$ cat src/core/irq_pkg.sv
// Constants and carriers for the metering interrupt status and mask block
package irq_pkg;

  // ----------------------------------------
  // Register indices, reset values and read default
  // ----------------------------------------
  localparam logic [11:0] STAT_IDX = 12'h402;
  localparam logic [11:0] MASK_IDX = 12'h405;
  localparam logic [31:0] STAT_RST = 32'h0000_0000;
  localparam logic [31:0] MASK_RST = 32'h0000_0000;
  localparam logic [31:0] RD_NONE  = 32'h0000_0000;

  // ----------------------------------------
  // Field layout
  // ----------------------------------------
  localparam logic [15:0] STAT_DEF_BITS = 16'hfff5;
  localparam logic [31:0] MASK_WR_BITS  = 32'h63b0_fff5;
  localparam int          FLAG_W        = 16;
  localparam int          B_AREV        = 0;
  localparam int          B_RREV        = 2;
  localparam int          B_REV1        = 4;
  localparam int          B_REV2        = 5;
  localparam int          B_PLS1        = 6;
  localparam int          B_PLS2        = 7;
  localparam int          B_EGY         = 8;
  localparam int          B_WAV         = 9;
  localparam int          B_PWR         = 10;
  localparam int          B_RMS         = 11;
  localparam int          B_TMP         = 12;
  localparam int          B_ANL         = 13;
  localparam int          B_VNL         = 14;
  localparam int          B_RNL         = 15;
  localparam int          MB_CHIP_SUM   = 31;
  localparam int          MB_EVENT_SUM  = 30;
  localparam int          MB_CAL_SUM    = 29;
  localparam int          MB_PF_READY   = 25;
  localparam int          MB_CSUM_CHG   = 24;
  localparam int          MB_CSUM_DONE  = 23;
  localparam int          MB_VCROSS_TMO = 21;
  localparam int          MB_ICROSS_B   = 20;

  // ----------------------------------------
  // AHB-Lite encodings
  // ----------------------------------------
  localparam logic [1:0] HTRANS_NONSEQ = 2'h2;
  localparam logic [2:0] HSIZE_WORD    = 3'h2;
  localparam logic       HRESP_OKAY    = 1'h0;

  // ----------------------------------------
  // Carriers
  // ----------------------------------------
  typedef struct packed {
    logic reactive_noload_flag;
    logic apparent_noload_flag;
    logic active_noload_flag;
    logic temp_ready;
    logic rms_offset_ready_flag;
    logic power_ready_flag;
    logic waveform_ready_flag;
    logic energy_ready_flag;
  } metro_evt_t;

  typedef struct packed {
    logic active_neg;
    logic reactive_neg;
  } power_sign_t;

  typedef enum logic [1:0] {
    BUS_IDLE = 2'b00,
    BUS_WR   = 2'b01,
    BUS_RDLD = 2'b10,
    BUS_RDOUT = 2'b11
  } bus_st_t;

  function automatic logic [31:0] byte_addr(input logic [11:0] idx);
    return {18'h0, idx, 2'b00};
  endfunction

endpackage

$ cat src/core/pulse_flip_detect.sv
// Energy pulse pin falling edge and sign reversal detector
`timescale 1ns/100ps
module pulse_flip_detect
  import irq_pkg::*;
(
  // Clock and reset
  input  wire logic mclk_i,
  input  wire logic reset_i,
  // Pin and pulse sign
  input  wire logic pin_i,
  input  wire logic neg_i,
  // Events
  output logic      pulse_o,
  output logic      flip_o
);

  // ----------------------------------------
  // Synchroniser and edge
  // ----------------------------------------
  logic sync1_r, sync2_r, last_r, prev_neg_r, seen_r, pulse_r, flip_r;
  logic seen_nxt, prev_neg_nxt, pulse_nxt, flip_nxt, fall;

  always_comb begin
    fall         = last_r & ~sync2_r;
    pulse_nxt    = fall;
    flip_nxt     = fall & seen_r & (neg_i != prev_neg_r);
    seen_nxt     = seen_r | fall;
    prev_neg_nxt = fall ? neg_i : prev_neg_r;
  end

  // High idle level assumed so reset does not fake a pulse
  always_ff @(posedge mclk_i) begin
    if (reset_i) begin
      sync1_r    <= 1'b1;
      sync2_r    <= 1'b1;
      last_r     <= 1'b1;
      seen_r     <= 1'b0;
      prev_neg_r <= 1'b0;
      pulse_r    <= 1'b0;
      flip_r     <= 1'b0;
    end else begin
      sync1_r    <= pin_i;
      sync2_r    <= sync1_r;
      last_r     <= sync2_r;
      seen_r     <= seen_nxt;
      prev_neg_r <= prev_neg_nxt;
      pulse_r    <= pulse_nxt;
      flip_r     <= flip_nxt;
    end
  end

  assign pulse_o = pulse_r;
  assign flip_o  = flip_r;

  a_flip_at_pulse: assert property (@(posedge mclk_i) disable iff (reset_i)
    flip_o |-> pulse_o) else $error("Sign flip without a pulse");

endmodule

$ cat src/core/sign_flip_detect.sv
// Power sign reversal detector sampled at each power refresh
`timescale 1ns/100ps
module sign_flip_detect
  import irq_pkg::*;
(
  // Clock and reset
  input  wire logic mclk_i,
  input  wire logic reset_i,
  // Refresh and sign
  input  wire logic refresh_i,
  input  wire logic neg_i,
  // Event
  output logic      flip_o
);

  // ----------------------------------------
  // Sign history
  // ----------------------------------------
  logic prev_r, seen_r, prev_nxt, seen_nxt, flip_nxt;

  always_comb begin
    flip_nxt = refresh_i & seen_r & (neg_i != prev_r);
    prev_nxt = refresh_i ? neg_i : prev_r;
    seen_nxt = seen_r | refresh_i;
  end

  always_ff @(posedge mclk_i) begin
    if (reset_i) begin
      prev_r <= 1'b0;
      seen_r <= 1'b0;
    end else begin
      prev_r <= prev_nxt;
      seen_r <= seen_nxt;
    end
  end

  // Combinational so the flag lands with the refresh flag
  assign flip_o = flip_nxt;

endmodule

$ cat src/core/metering_irq_status_mask.sv
// Interrupt status and mask registers of the metering core, AHB-Lite slave
`timescale 1ns/100ps
module metering_irq_status_mask
  import irq_pkg::*;
(
  // Clock and reset
  input  wire logic        mclk_i,
  input  wire logic        reset_i,
  // AHB-Lite slave
  input  wire logic        hsel_i,
  input  wire logic [31:0] haddr_i,
  input  wire logic [1:0]  htrans_i,
  input  wire logic        hwrite_i,
  input  wire logic [2:0]  hsize_i,
  input  wire logic        hready_i,
  input  wire logic [31:0] hwdata_i,
  output logic [31:0]      hrdata_o,
  output logic             hreadyout_o,
  output logic             hresp_o,
  // Metrology events, one-cycle pulses
  input  wire metro_evt_t  evt_i,
  input  wire power_sign_t power_sign_i,
  // Energy pulse pins and their signs
  input  wire logic        first_pulse_output_i,
  input  wire logic        first_pulse_neg_i,
  input  wire logic        second_pulse_output_i,
  input  wire logic        second_pulse_neg_i,
  // Upper status half from neighbouring logic
  input  wire logic [15:0] status_hi_i,
  // Interrupt request
  output logic             irq_o
);

  // ----------------------------------------
  // Event sources
  // ----------------------------------------
  logic pls1, flip1, pls2, flip2, rflip, aflip;

  // Pin crosses into mclk_i inside, sign checked only at the fall
  pulse_flip_detect u_first (
    .mclk_i  (mclk_i),
    .reset_i (reset_i),
    .pin_i   (first_pulse_output_i),
    .neg_i   (first_pulse_neg_i),
    .pulse_o (pls1),
    .flip_o  (flip1)
  );

  pulse_flip_detect u_second (
    .mclk_i  (mclk_i),
    .reset_i (reset_i),
    .pin_i   (second_pulse_output_i),
    .neg_i   (second_pulse_neg_i),
    .pulse_o (pls2),
    .flip_o  (flip2)
  );

  sign_flip_detect u_reactive (
    .mclk_i    (mclk_i),
    .reset_i   (reset_i),
    .refresh_i (evt_i.power_ready_flag),
    .neg_i     (power_sign_i.reactive_neg),
    .flip_o    (rflip)
  );

  sign_flip_detect u_active (
    .mclk_i    (mclk_i),
    .reset_i   (reset_i),
    .refresh_i (evt_i.power_ready_flag),
    .neg_i     (power_sign_i.active_neg),
    .flip_o    (aflip)
  );

  // ----------------------------------------
  // Event vector
  // ----------------------------------------
  logic [FLAG_W-1:0] set_vec;

  always_comb begin
    set_vec         = '0;
    set_vec[B_RNL]  = evt_i.reactive_noload_flag;
    set_vec[B_VNL]  = evt_i.apparent_noload_flag;
    set_vec[B_ANL]  = evt_i.active_noload_flag;
    set_vec[B_TMP]  = evt_i.temp_ready;
    set_vec[B_RMS]  = evt_i.rms_offset_ready_flag;
    set_vec[B_PWR]  = evt_i.power_ready_flag;
    set_vec[B_WAV]  = evt_i.waveform_ready_flag;
    set_vec[B_EGY]  = evt_i.energy_ready_flag;
    set_vec[B_PLS2] = pls2;
    set_vec[B_PLS1] = pls1;
    set_vec[B_REV2] = flip2;
    set_vec[B_REV1] = flip1;
    set_vec[B_RREV] = rflip;
    set_vec[B_AREV] = aflip;
  end

  // ----------------------------------------
  // Bus front end
  // ----------------------------------------
  bus_st_t     st_r, st_nxt;
  logic [31:0] addr_r, addr_nxt;
  logic [31:0] rdata_r, rdata_nxt;
  logic        take;

  // Reads take one wait state so the data comes from a flop and
  // always sees a write made in the cycle before
  always_comb begin
    take     = hsel_i & hready_i & (htrans_i == HTRANS_NONSEQ);
    st_nxt   = st_r;
    addr_nxt = addr_r;
    case (st_r)
      BUS_RDLD: begin
        st_nxt = BUS_RDOUT;
      end
      default: begin
        if (take) begin
          addr_nxt = haddr_i;
          st_nxt   = hwrite_i ? BUS_WR : BUS_RDLD;
        end else if (hready_i) begin
          st_nxt = BUS_IDLE;
        end
      end
    endcase
  end

  always_ff @(posedge mclk_i) begin
    if (reset_i) begin
      st_r   <= BUS_IDLE;
      addr_r <= '0;
    end else begin
      st_r   <= st_nxt;
      addr_r <= addr_nxt;
    end
  end

  // ----------------------------------------
  // Status and mask registers
  // ----------------------------------------
  logic [FLAG_W-1:0] stat_r, stat_nxt, clr_vec;
  logic [31:0]       mask_r, mask_nxt, stat_full;
  logic              wr_stat, wr_mask, irq_r, irq_nxt;

  always_comb begin
    wr_stat   = (st_r == BUS_WR) && (addr_r == byte_addr(STAT_IDX));
    wr_mask   = (st_r == BUS_WR) && (addr_r == byte_addr(MASK_IDX));
    clr_vec   = wr_stat ? hwdata_i[FLAG_W-1:0] : '0;
    // Set after clear so a fresh event survives the clear
    stat_nxt  = ((stat_r & ~clr_vec) | set_vec) & STAT_DEF_BITS;
    mask_nxt  = mask_r;
    if (wr_mask) begin
      mask_nxt = hwdata_i & MASK_WR_BITS;
    end
    stat_full = {status_hi_i, stat_r};
    // Bits 19..16 have no mask, so they never reach it
    irq_nxt   = |(stat_full & mask_r);
  end

  always_ff @(posedge mclk_i) begin
    if (reset_i) begin
      stat_r <= STAT_RST[FLAG_W-1:0];
      mask_r <= MASK_RST;
      irq_r  <= 1'b0;
    end else begin
      stat_r <= stat_nxt;
      mask_r <= mask_nxt;
      irq_r  <= irq_nxt;
    end
  end

  // ----------------------------------------
  // Read data
  // ----------------------------------------
  always_comb begin
    rdata_nxt = rdata_r;
    if (st_r == BUS_RDLD) begin
      if (addr_r == byte_addr(STAT_IDX)) begin
        rdata_nxt = stat_full;
      end else if (addr_r == byte_addr(MASK_IDX)) begin
        rdata_nxt = mask_r;
      end else begin
        rdata_nxt = RD_NONE;
      end
    end
  end

  always_ff @(posedge mclk_i) begin
    if (reset_i) begin
      rdata_r <= RD_NONE;
    end else begin
      rdata_r <= rdata_nxt;
    end
  end

  assign hrdata_o    = rdata_r;
  assign hreadyout_o = (st_r != BUS_RDLD);
  assign hresp_o     = HRESP_OKAY;
  assign irq_o       = irq_r;

  // ----------------------------------------
  // Checks
  // ----------------------------------------
  a_noload_set: assert property (@(posedge mclk_i) disable iff (reset_i)
    evt_i.reactive_noload_flag |=> stat_r[B_RNL])
    else $error("Reactive noload flag not set");

  a_power_set: assert property (@(posedge mclk_i) disable iff (reset_i)
    evt_i.power_ready_flag |=> stat_r[B_PWR])
    else $error("Power ready flag not set");

  a_pulse_fall: assert property (@(posedge mclk_i) disable iff (reset_i)
    $fell(u_first.sync2_r) |-> ##2 stat_r[B_PLS1])
    else $error("First pulse flag missed a falling edge");

  a_rev_only_edge: assert property (@(posedge mclk_i) disable iff (reset_i)
    $rose(stat_r[B_REV2]) |-> $past(pls2))
    else $error("Second pulse sign flag set without a pulse");

  a_reserved_zero: assert property (@(posedge mclk_i) disable iff (reset_i)
    (stat_r & ~STAT_DEF_BITS) == '0 && mask_r[MB_CHIP_SUM] == 1'b0)
    else $error("Reserved bit became set");

  a_mask_write: assert property (@(posedge mclk_i) disable iff (reset_i)
    wr_mask |=> mask_r[MB_PF_READY] == $past(hwdata_i[MB_PF_READY]))
    else $error("Mask write not stored");

  a_w1c_clear: assert property (@(posedge mclk_i) disable iff (reset_i)
    wr_stat && hwdata_i[B_TMP] && !evt_i.temp_ready |=> !stat_r[B_TMP])
    else $error("Write one did not clear flag");

  a_set_wins: assert property (@(posedge mclk_i) disable iff (reset_i)
    wr_stat && hwdata_i[B_WAV] && evt_i.waveform_ready_flag |=> stat_r[B_WAV])
    else $error("Event lost during clear");

  a_irq_follow: assert property (@(posedge mclk_i) disable iff (reset_i)
    ##1 irq_o == $past(|({status_hi_i, stat_r} & mask_r)))
    else $error("Interrupt does not follow flags and mask");

  a_read_wait: assert property (@(posedge mclk_i) disable iff (reset_i)
    take && !hwrite_i |=> !hreadyout_o ##1 hreadyout_o)
    else $error("Read wait state wrong");

  a_apparent_set: assert property (@(posedge mclk_i) disable iff (reset_i)
    evt_i.apparent_noload_flag |=> stat_r[B_VNL])
    else $error("Apparent noload flag not set");

  a_active_nl_set: assert property (@(posedge mclk_i) disable iff (reset_i)
    evt_i.active_noload_flag |=> stat_r[B_ANL])
    else $error("Active noload flag not set");

  a_temp_set: assert property (@(posedge mclk_i) disable iff (reset_i)
    evt_i.temp_ready |=> stat_r[B_TMP])
    else $error("Temperature flag not set");

  a_rms_set: assert property (@(posedge mclk_i) disable iff (reset_i)
    evt_i.rms_offset_ready_flag |=> stat_r[B_RMS])
    else $error("Rms offset flag not set");

  a_wave_set: assert property (@(posedge mclk_i) disable iff (reset_i)
    evt_i.waveform_ready_flag |=> stat_r[B_WAV])
    else $error("Waveform flag not set");

  a_energy_set: assert property (@(posedge mclk_i) disable iff (reset_i)
    evt_i.energy_ready_flag |=> stat_r[B_EGY])
    else $error("Energy flag not set");

  a_pulse2_fall: assert property (@(posedge mclk_i) disable iff (reset_i)
    $fell(u_second.sync2_r) |-> ##2 stat_r[B_PLS2])
    else $error("Second pulse flag missed a falling edge");

  a_flip2_set: assert property (@(posedge mclk_i) disable iff (reset_i)
    flip2 |=> stat_r[B_REV2])
    else $error("Second pulse sign flag not set");

  a_flip1_set: assert property (@(posedge mclk_i) disable iff (reset_i)
    flip1 |=> stat_r[B_REV1])
    else $error("First pulse sign flag not set");

  a_rev1_only_edge: assert property (@(posedge mclk_i) disable iff (reset_i)
    $rose(stat_r[B_REV1]) |-> $past(pls1))
    else $error("First pulse sign flag set without a pulse");

  a_rflip_refresh: assert property (@(posedge mclk_i) disable iff (reset_i)
    $rose(stat_r[B_RREV]) |-> $past(evt_i.power_ready_flag))
    else $error("Reactive sign flag set outside a refresh");

  a_aflip_refresh: assert property (@(posedge mclk_i) disable iff (reset_i)
    $rose(stat_r[B_AREV]) |-> $past(evt_i.power_ready_flag))
    else $error("Active sign flag set outside a refresh");

  a_flags_hold: assert property (@(posedge mclk_i) disable iff (reset_i)
    !wr_stat |=> ($past(stat_r) & ~stat_r) == '0)
    else $error("Flag dropped without a clear");

  a_mask_reserved: assert property (@(posedge mclk_i) disable iff (reset_i)
    (mask_r & ~MASK_WR_BITS) == '0)
    else $error("Reserved mask bit became set");

  a_event_gate: assert property (@(posedge mclk_i) disable iff (reset_i)
    stat_full[MB_EVENT_SUM] && mask_r[MB_EVENT_SUM] |=> irq_o)
    else $error("Event summary did not interrupt");

  a_pf_gate: assert property (@(posedge mclk_i) disable iff (reset_i)
    stat_full[MB_PF_READY] && mask_r[MB_PF_READY] |=> irq_o)
    else $error("Power factor ready did not interrupt");

  a_csum_chg_gate: assert property (@(posedge mclk_i) disable iff (reset_i)
    stat_full[MB_CSUM_CHG] && mask_r[MB_CSUM_CHG] |=> irq_o)
    else $error("Checksum change did not interrupt");

  a_csum_done_gate: assert property (@(posedge mclk_i) disable iff (reset_i)
    stat_full[MB_CSUM_DONE] && mask_r[MB_CSUM_DONE] |=> irq_o)
    else $error("Checksum done did not interrupt");

  a_vcross_gate: assert property (@(posedge mclk_i) disable iff (reset_i)
    stat_full[MB_VCROSS_TMO] && mask_r[MB_VCROSS_TMO] |=> irq_o)
    else $error("Voltage crossing timeout did not interrupt");

  a_icross_gate: assert property (@(posedge mclk_i) disable iff (reset_i)
    stat_full[MB_ICROSS_B] && mask_r[MB_ICROSS_B] |=> irq_o)
    else $error("Current B crossing did not interrupt");

  a_irq_quiet: assert property (@(posedge mclk_i) disable iff (reset_i)
    (stat_full & mask_r) == '0 |=> !irq_o)
    else $error("Interrupt without an enabled flag");

endmodule

$ cat config.mk
export PLATFORM = sky130hd
export DESIGN_NAME = metering_irq_status_mask
export DESIGN_NICKNAME = d
export VERILOG_FILES = /design/src/core/irq_pkg.sv /design/src/core/pulse_flip_detect.sv /design/src/core/sign_flip_detect.sv /design/src/core/metering_irq_status_mask.sv
export SDC_FILE = /design/constraint.sdc
export NUM_CORES = 1
export LEC_CHECK = 0
export BUFFER_PORTS_ARGS = -buffer_cell sky130_fd_sc_hd__buf_2
export CAP_MARGIN = 20
export CORE_MARGIN = 2
export CORE_UTILIZATION = 52
export DETAILED_ROUTE_END_ITERATION = 16
export PLACE_DENSITY = 0.8
export SLEW_MARGIN = 10
export SYNTH_ARGS = -nofsm -noshare
export SYNTH_HDL_FRONTEND = slang
export SYNTH_SLANG_ARGS = --single-unit
$ cat constraint.sdc
create_clock -name mclk_i -period 1.95 [get_ports mclk_i]
set_clock_uncertainty 0.2 [all_clocks]
set_input_delay 0.0975 -clock mclk_i [delete_from_list [all_inputs] [get_ports mclk_i]]
set_output_delay 0.0975 -clock mclk_i [all_outputs]
set_load 0.02 [all_outputs]
### Word level (Yosys, flattened, before mapping)

Index checks and enable logic that the tools add are counted.

* bits in latches: 0
* flip-flop bits (word level): 122
* ROM bits: 0
* output and inout port bits: 35
* word-level logic and storage cells: 70
* memories kept: 0
* memory bits (writable): 0

* reduce and logical (&&, ||, !) cells: 5
* add/subtract/negate cells: 0
* shift-type cells: 0
* multiply operators: 0
* bitwise logic cells: 23
* mux-type cells: 7
* order comparisons: 0
* divide/modulo/power cells: 0
* equal/unequal tests: 10

Operator list (number)
* $eq A32 B13 Y1 const B: 2
* $and A32 B31 Y32: 1
* $mux W32: 1
* $reduce_or A32 Y1: 1
* $mux W31: 1
* $and A16 B16 Y16: 1
* $mux W16: 1
* $not A16 Y16: 1
* $or A16 B16 Y16: 1
* $and A1 B1 Y1: 12
* $mux W2: 4
* $eq A2 B2 Y1 const B: 2
* $ne A1 B1 Y1: 4
* $or A1 B1 Y1: 4
* $not A1 Y1: 3
* $reduce_bool A3 Y1: 1
* $eq A2 B1 Y1 const B: 1
* $logic_and A1 B1 Y1: 2
* $ne A2 B2 Y1 const B: 1
* $reduce_and A2 Y1: 1

### Depth between registers and ports, before layout

* word-level depth: 6
* mapped depth: 7
* depth with buffers taken out: 5

### By module

A second synthesis with hierarchy kept.

* cells, all modules: 578
* area total of the unflattened synthesis: 4958.5 um2

Modules (own cells, without submodules)
* metering_irq_status_mask: times used 1, cells an instance 526, area an instance 4355.4 um2
* pulse_flip_detect: times used 2, cells an instance 18, area an instance 225.2 um2
* sign_flip_detect: times used 2, cells an instance 8, area an instance 76.3 um2

### Worst setup path before layout

Ideal clock, no wire load.

* kind: reg-to-reg
* from: register addr_r[14]
* to: register stat_r[10]
* path buffers: 1
* setup slack: 0.247 ns
* clock period less this slack: 1.703 ns
* arrival: 1.370 ns
* cell stages (with the launch flop): 6
* cells stage by stage: dfxtp_1 -> nor4b_2 -> nand4_1 -> nor3_2 -> buf_2 -> a311oi_1

* longest elaborated chain between the ends: 6

Ends and longest elaborated chain
* start: declaration: line metering_irq_status_mask.sv:101 `logic [31:0] addr_r, addr_nxt;`
* start signal: assignment: line metering_irq_status_mask.sv:132 `addr_r <= addr_nxt;`
* $eq A32 B13 Y1: line metering_irq_status_mask.sv:144 `wr_stat = (st_r == BUS_WR) && (addr_r == byte_addr(STAT_IDX));`
* $logic_and A1 B1 Y1: line metering_irq_status_mask.sv:144
* $mux W16: line metering_irq_status_mask.sv:146 `clr_vec = wr_stat ? hwdata_i[FLAG_W-1:0] : '0;`
* $not A16 Y16: line metering_irq_status_mask.sv:148 `stat_nxt = ((stat_r & ~clr_vec) | set_vec) & STAT_DEF_BITS;`
* $and A16 B16 Y16: line metering_irq_status_mask.sv:148
* $or A16 B16 Y16: line metering_irq_status_mask.sv:148
* end signal: assignment: line metering_irq_status_mask.sv:160 `stat_r <= STAT_RST[FLAG_W-1:0];`
* end signal: assignment: line metering_irq_status_mask.sv:164 `stat_r <= stat_nxt;`
* end: declaration: line metering_irq_status_mask.sv:139 `logic [FLAG_W-1:0] stat_r, stat_nxt, clr_vec;`

Every way passes these cells.
A chain may end at the register's enable or synchronous reset.

### Worst setup path in the final report

* from: register addr_r[27]
* to: register rdata_r[0] (netlist: hrdata_o[0])

* longest elaborated chain between the ends: 3
* elaborated cells between the ends (all ways): 4
* classes of those cells: eq/ne (2); mux (2)

Ends and longest elaborated chain
* $eq A32 B13 Y1: line metering_irq_status_mask.sv:178 `end else if (addr_r == byte_addr(MASK_IDX)) begin`
* $mux W31: line metering_irq_status_mask.sv:178
* $mux W32 *: line metering_irq_status_mask.sv:176 `if (addr_r == byte_addr(STAT_IDX)) begin`
* end signal: assignment: line metering_irq_status_mask.sv:190 `rdata_r <= rdata_nxt;`
* end: declaration: line metering_irq_status_mask.sv:102 `logic [31:0] rdata_r, rdata_nxt;`

Mark *: on every way between the ends. The rest lies on a longest branch, timed or not.

==> results.md <==
- The flow ran to the end, but the final reports show violations.
- The final reports fail on negative setup slack.
- On the critical path the largest part of the delay comes from simple AND/OR/NAND/NOR gates.
- The worst hold path begins at htrans_i[0].
- The final instance area is 7482 µm².
- The half-perimeter wire length of the detailed placement result is 8823 µm.
- The worst hold path passes through 5 cells.
- The clock passes through at most 2 buffers.
- The total stage count of the critical path is 5.
- The final routed wire length divided by cell count is 19.38 µm.
- The total congestion overflow after global routing is 0.
- For this configuration, the core starts out at a cell density of 53.61%.
- The global-route wire length before repair is 25070 µm.
- The number of synthesized register bits is 118.
- The total power after layout is 6.323 mW.
- The post-route netlist has 27.69% of its cells at a drive strength greater than 1.
- The worst hold margin is 0.03207 ns.
- The count of input and output buffers is 121.
- Setup repair after global routing could not meet its margin everywhere.
- The cell chosen for the clock root is sky130_fd_sc_hd__clkbuf_8.
- Yosys mapped a number of flops with a built-in enable equal to 0.
- The number of antenna violations at the first check in global routing was 0.
- The DRC violation count after routing is 0.
- The number of fill cells is 516.
- Dividing the detail-routed via count by the number of cells gives 6.219.
- The setup slack of the critical path after layout is -0.04774 ns.
- The die covers 10320 µm².
- In this run the worst hold path is classified as input port to flop.
- The finished layout holds 927 standard cells, fillers aside.
- The final antenna-violating net count is 0.
- The startpoint of the worst setup timing path is addr_r[27]$_SDFFE_PP0P_.
- Timing would allow up to 0.5006 GHz.
- The warning count from the yosys run is 0.
- The tool flagged a number of max-cap violations equal to 0.
- In this run the count of I/O pins placed on the die edge is 139.
- The number of sinks handled by clock tree synthesis is 118.
- The area of the placeable core is 9240 µm².
- Routability-driven placement finished with a final weighted congestion of 0.8344.
- The pin slew with the least headroom to its limit is 0.6681 ns.
- The time the worst path needs with I/O delays and setup is 1.998 ns.
- Counting both buffers and inverters, the worst setup path holds a total of 1.
- The clock transition time at the flip-flop clock pins of the worst setup and hold paths is 0.06 ns.
- The cell area that synthesis handed to floorplanning was 4954 µm².
- Synthesis handed over a netlist of 579 instances.
- The final net count is 889.
- The floorplan has 35 rows.
- The maximum cell stage delay along the critical path is 0.39 ns.
- STA classifies the critical path endpoint as a flop.
- The largest driver fanout on the critical path is 16.
- The H-tree was split into 4 levels.
- Setup violations remaining at the end of the flow were counted as 6.
- The netlist uses 36 different library cells.
- The signal on the critical path passes through nor4_4 -> and4_4 -> clkbuf_16 -> nand4_1 -> a311oi_2.
- The worst path uses 102.4% of the clock period.
- The total count of max-transition violations in the final report is 0.
- The largest voltage drop on the vdd net is 579.6 µV.
- The vertical extent of the die is 101.6 µm.
- The standby leakage power is 2.910 nW.
- The ratio of total power to cell area is 845.0 nW/µm².
- 0 antenna diodes ended up in the layout.
- The origin of the critical flop-to-flop path is addr_r[27]$_SDFFE_PP0P_.
- The worst-case headroom to the max-slew limit is 55.35%.
- The number of hold violations in the final report came to 0.
- The cell area after placement is 5638 µm².
- STA classifies the critical path startpoint as a flop.
- The cell depth of the worst flop-to-flop path is 5.
- The primary flip-flop cell chosen by synthesis mapping is sky130_fd_sc_hd__dfxtp_1.
- The layout overhead on the synthesized area is 51.05%.
- Entering global routing, the biggest net connects 57 pins.
- For this run, the detailed router's first-pass iteration total came to 5.
- In the global route stage, overall resource usage came out at 31.06%.
- After detailed routing, the total wire length is 17970 µm.
- The routed layout has 5765 vias.
- Sequential cells were found to cover 47.69% of the synthesized design area.
- The initial detailed-routing violation count is 618.
- TritonCTS built the clock tree.
- Once layout is complete, the utilization of the core stands at 80.97%.
- Including well taps, the total number of placed cells is 791.
- The via count of the first global-routing pass is 5312.
- The largest individual stage delay along the critical path comes from the cell sky130_fd_sc_hd__and4_4.
- By startpoint and endpoint, the worst setup path is classified as flop to flop.
- The signal arrival time at the worst endpoint is 2.22 ns.
- Averaged over all synthesized cells, the footprint is 8.555 µm².
- The CTS buffer count is 17.
- The width of the die is 101.6 µm.
- The clock reaches the later pin of the worst-skew pair after 0.51 ns.
- The fraction of synthesis flops using an asynchronous set or reset pin is 0%.
- The required time reported for the critical path endpoint is 2.17 ns.
-- flip-flops by register name (all words and copies together), names as in the netlist, 2 cells and up --
| register | cells |
|---|---|
| st_r | 2 |
| hrdata_o | 30 |
| mask_r | 21 |
| stat_r | 14 |
| addr_r | 32 |
-- cells in the final DEF, fill, tap and decap left out, types with 13 or more instances in the layout --
cell | Yosys | final
sky130_fd_sc_hd__a311oi_1 | 34 | 32
sky130_fd_sc_hd__clkbuf_16 | 0 | 21
sky130_fd_sc_hd__o31ai_1 | 21 | 19
sky130_fd_sc_hd__nand4_1 | 66 | 66
sky130_fd_sc_hd__buf_2 | 8 | 120
sky130_fd_sc_hd__nor2_1 | 51 | 50
sky130_fd_sc_hd__buf_4 | 5 | 15
sky130_fd_sc_hd__dfxtp_1 | 118 | 109
sky130_fd_sc_hd__dlygate4sd3_1 | 0 | 93
sky130_fd_sc_hd__inv_1 | 14 | 13
sky130_fd_sc_hd__nand2_1 | 77 | 77
sky130_fd_sc_hd__a21oi_1 | 63 | 60
-- metrics by stage --
| stage | TNS (ns) | worst slack, ns |
|---|---|---|
| global placement | 0 | 0.07579 |
| global route | -2.111 | -0.1127 |
| finish | -0.1527 | -0.04774 |
| detailed placement | -0.02318 | -0.02318 |
| floorplan | 0 | 0.2467 |
| CTS | 0 | 0.003338 |
-- Yosys cell counts (2+ instances only) --
cell | n | area, µm²
sky130_fd_sc_hd__nand2_1 | 77 | 289.0
sky130_fd_sc_hd__nor4_2 | 5 | 62.56
sky130_fd_sc_hd__and3_1 | 11 | 68.82
sky130_fd_sc_hd__buf_2 | 8 | 40.04
sky130_fd_sc_hd__or2_2 | 6 | 37.54
sky130_fd_sc_hd__buf_4 | 5 | 37.54
sky130_fd_sc_hd__nor2b_1 | 6 | 37.54
sky130_fd_sc_hd__dfxtp_1 | 118 | 2362
sky130_fd_sc_hd__a22oi_1 | 7 | 52.55
sky130_fd_sc_hd__buf_6 | 8 | 90.09
sky130_fd_sc_hd__o31ai_1 | 21 | 157.7
sky130_fd_sc_hd__xor2_1 | 4 | 35.03
sky130_fd_sc_hd__nand4_1 | 66 | 412.9
sky130_fd_sc_hd__clkbuf_1 | 39 | 146.4
sky130_fd_sc_hd__and4_1 | 2 | 17.52
sky130_fd_sc_hd__a31oi_1 | 3 | 18.77
sky130_fd_sc_hd__inv_1 | 14 | 52.55
sky130_fd_sc_hd__mux2i_1 | 4 | 40.04
sky130_fd_sc_hd__a311oi_1 | 34 | 297.8
sky130_fd_sc_hd__a21oi_1 | 63 | 315.3
sky130_fd_sc_hd__a221oi_1 | 2 | 17.52
sky130_fd_sc_hd__nor2_1 | 51 | 191.4
sky130_fd_sc_hd__nand3_1 | 12 | 60.06
-- layout make-up --
type                       instances  area, µm²  share of cell area, %
clock inverter                    12      118.9                  1.589
tap                              129      161.4                  2.157
timing repair buffer             246       1971                  26.34
clock buffer                      20      455.4                  6.087
inverter                          14      56.30                 0.7525
multi-input combinational        388       2346                  31.35
sequential                       118       2374                  31.72
-- worst reg2reg max path: stages, from the launching register on --
cell,delay [ns]
sky130_fd_sc_hd__dfxtp_2,0.33
sky130_fd_sc_hd__nor4_4,0.32
sky130_fd_sc_hd__and4_4,0.39
sky130_fd_sc_hd__clkbuf_16,0.22
sky130_fd_sc_hd__nand4_1,0.15
sky130_fd_sc_hd__a311oi_2,0.30
-- report_power, final --
part / internal, mW / switching [mW] / total, mW
registers: 2.47 / 0.0497 / 2.52
clock network: 1.81 / 1.17 / 2.98
logic: 0.406 / 0.421 / 0.826
-- worst paths after layout --
path,to,slack (ns)
min reg2reg,u_second.sync2_r$_SDFF_PP1_,0.21
max reg2reg,hrdata_o[0]$_SDFFE_PP0P_,-0.05
max,hrdata_o[0]$_SDFFE_PP0P_,-0.05
min,addr_r[27]$_SDFFE_PP0P_,0.03
-- cell families (layout without fill, tap and decap cells) --
kind of cell    Yosys count  after routing  share of synthesized area, %
compound gates          133            133                         18.03
xor+xnor                  4              4                        0.7072
mux                       4              4                        0.8083
other cells               1              3                       0.07570
buf+inv                  75            292                         7.477
simple gates            244            244                         25.21
flops                   118            118                         47.69
-- routing by layer --
layer  global-route usage, %  share of wire [%]  wire length [µm]
met1                   35.15                 35              6319
met2                   54.91                 50              9054
met3                   7.798                 10              1795
met4                   14.03                4.4               798
met5                       0                  0                 0
-- timing repair --
item | in CTS | in global routing
cloned | 1 | 5
setup endpoints to repair | 18 | 83
pin swaps | 1 | 24
setup buffers | 2 | 3
hold endpoints to repair | 105 | 0
gates resized for setup | 6 | 31
hold buffers | 93 | 0
No activity file was read; power rests on OpenSTA's default activity.
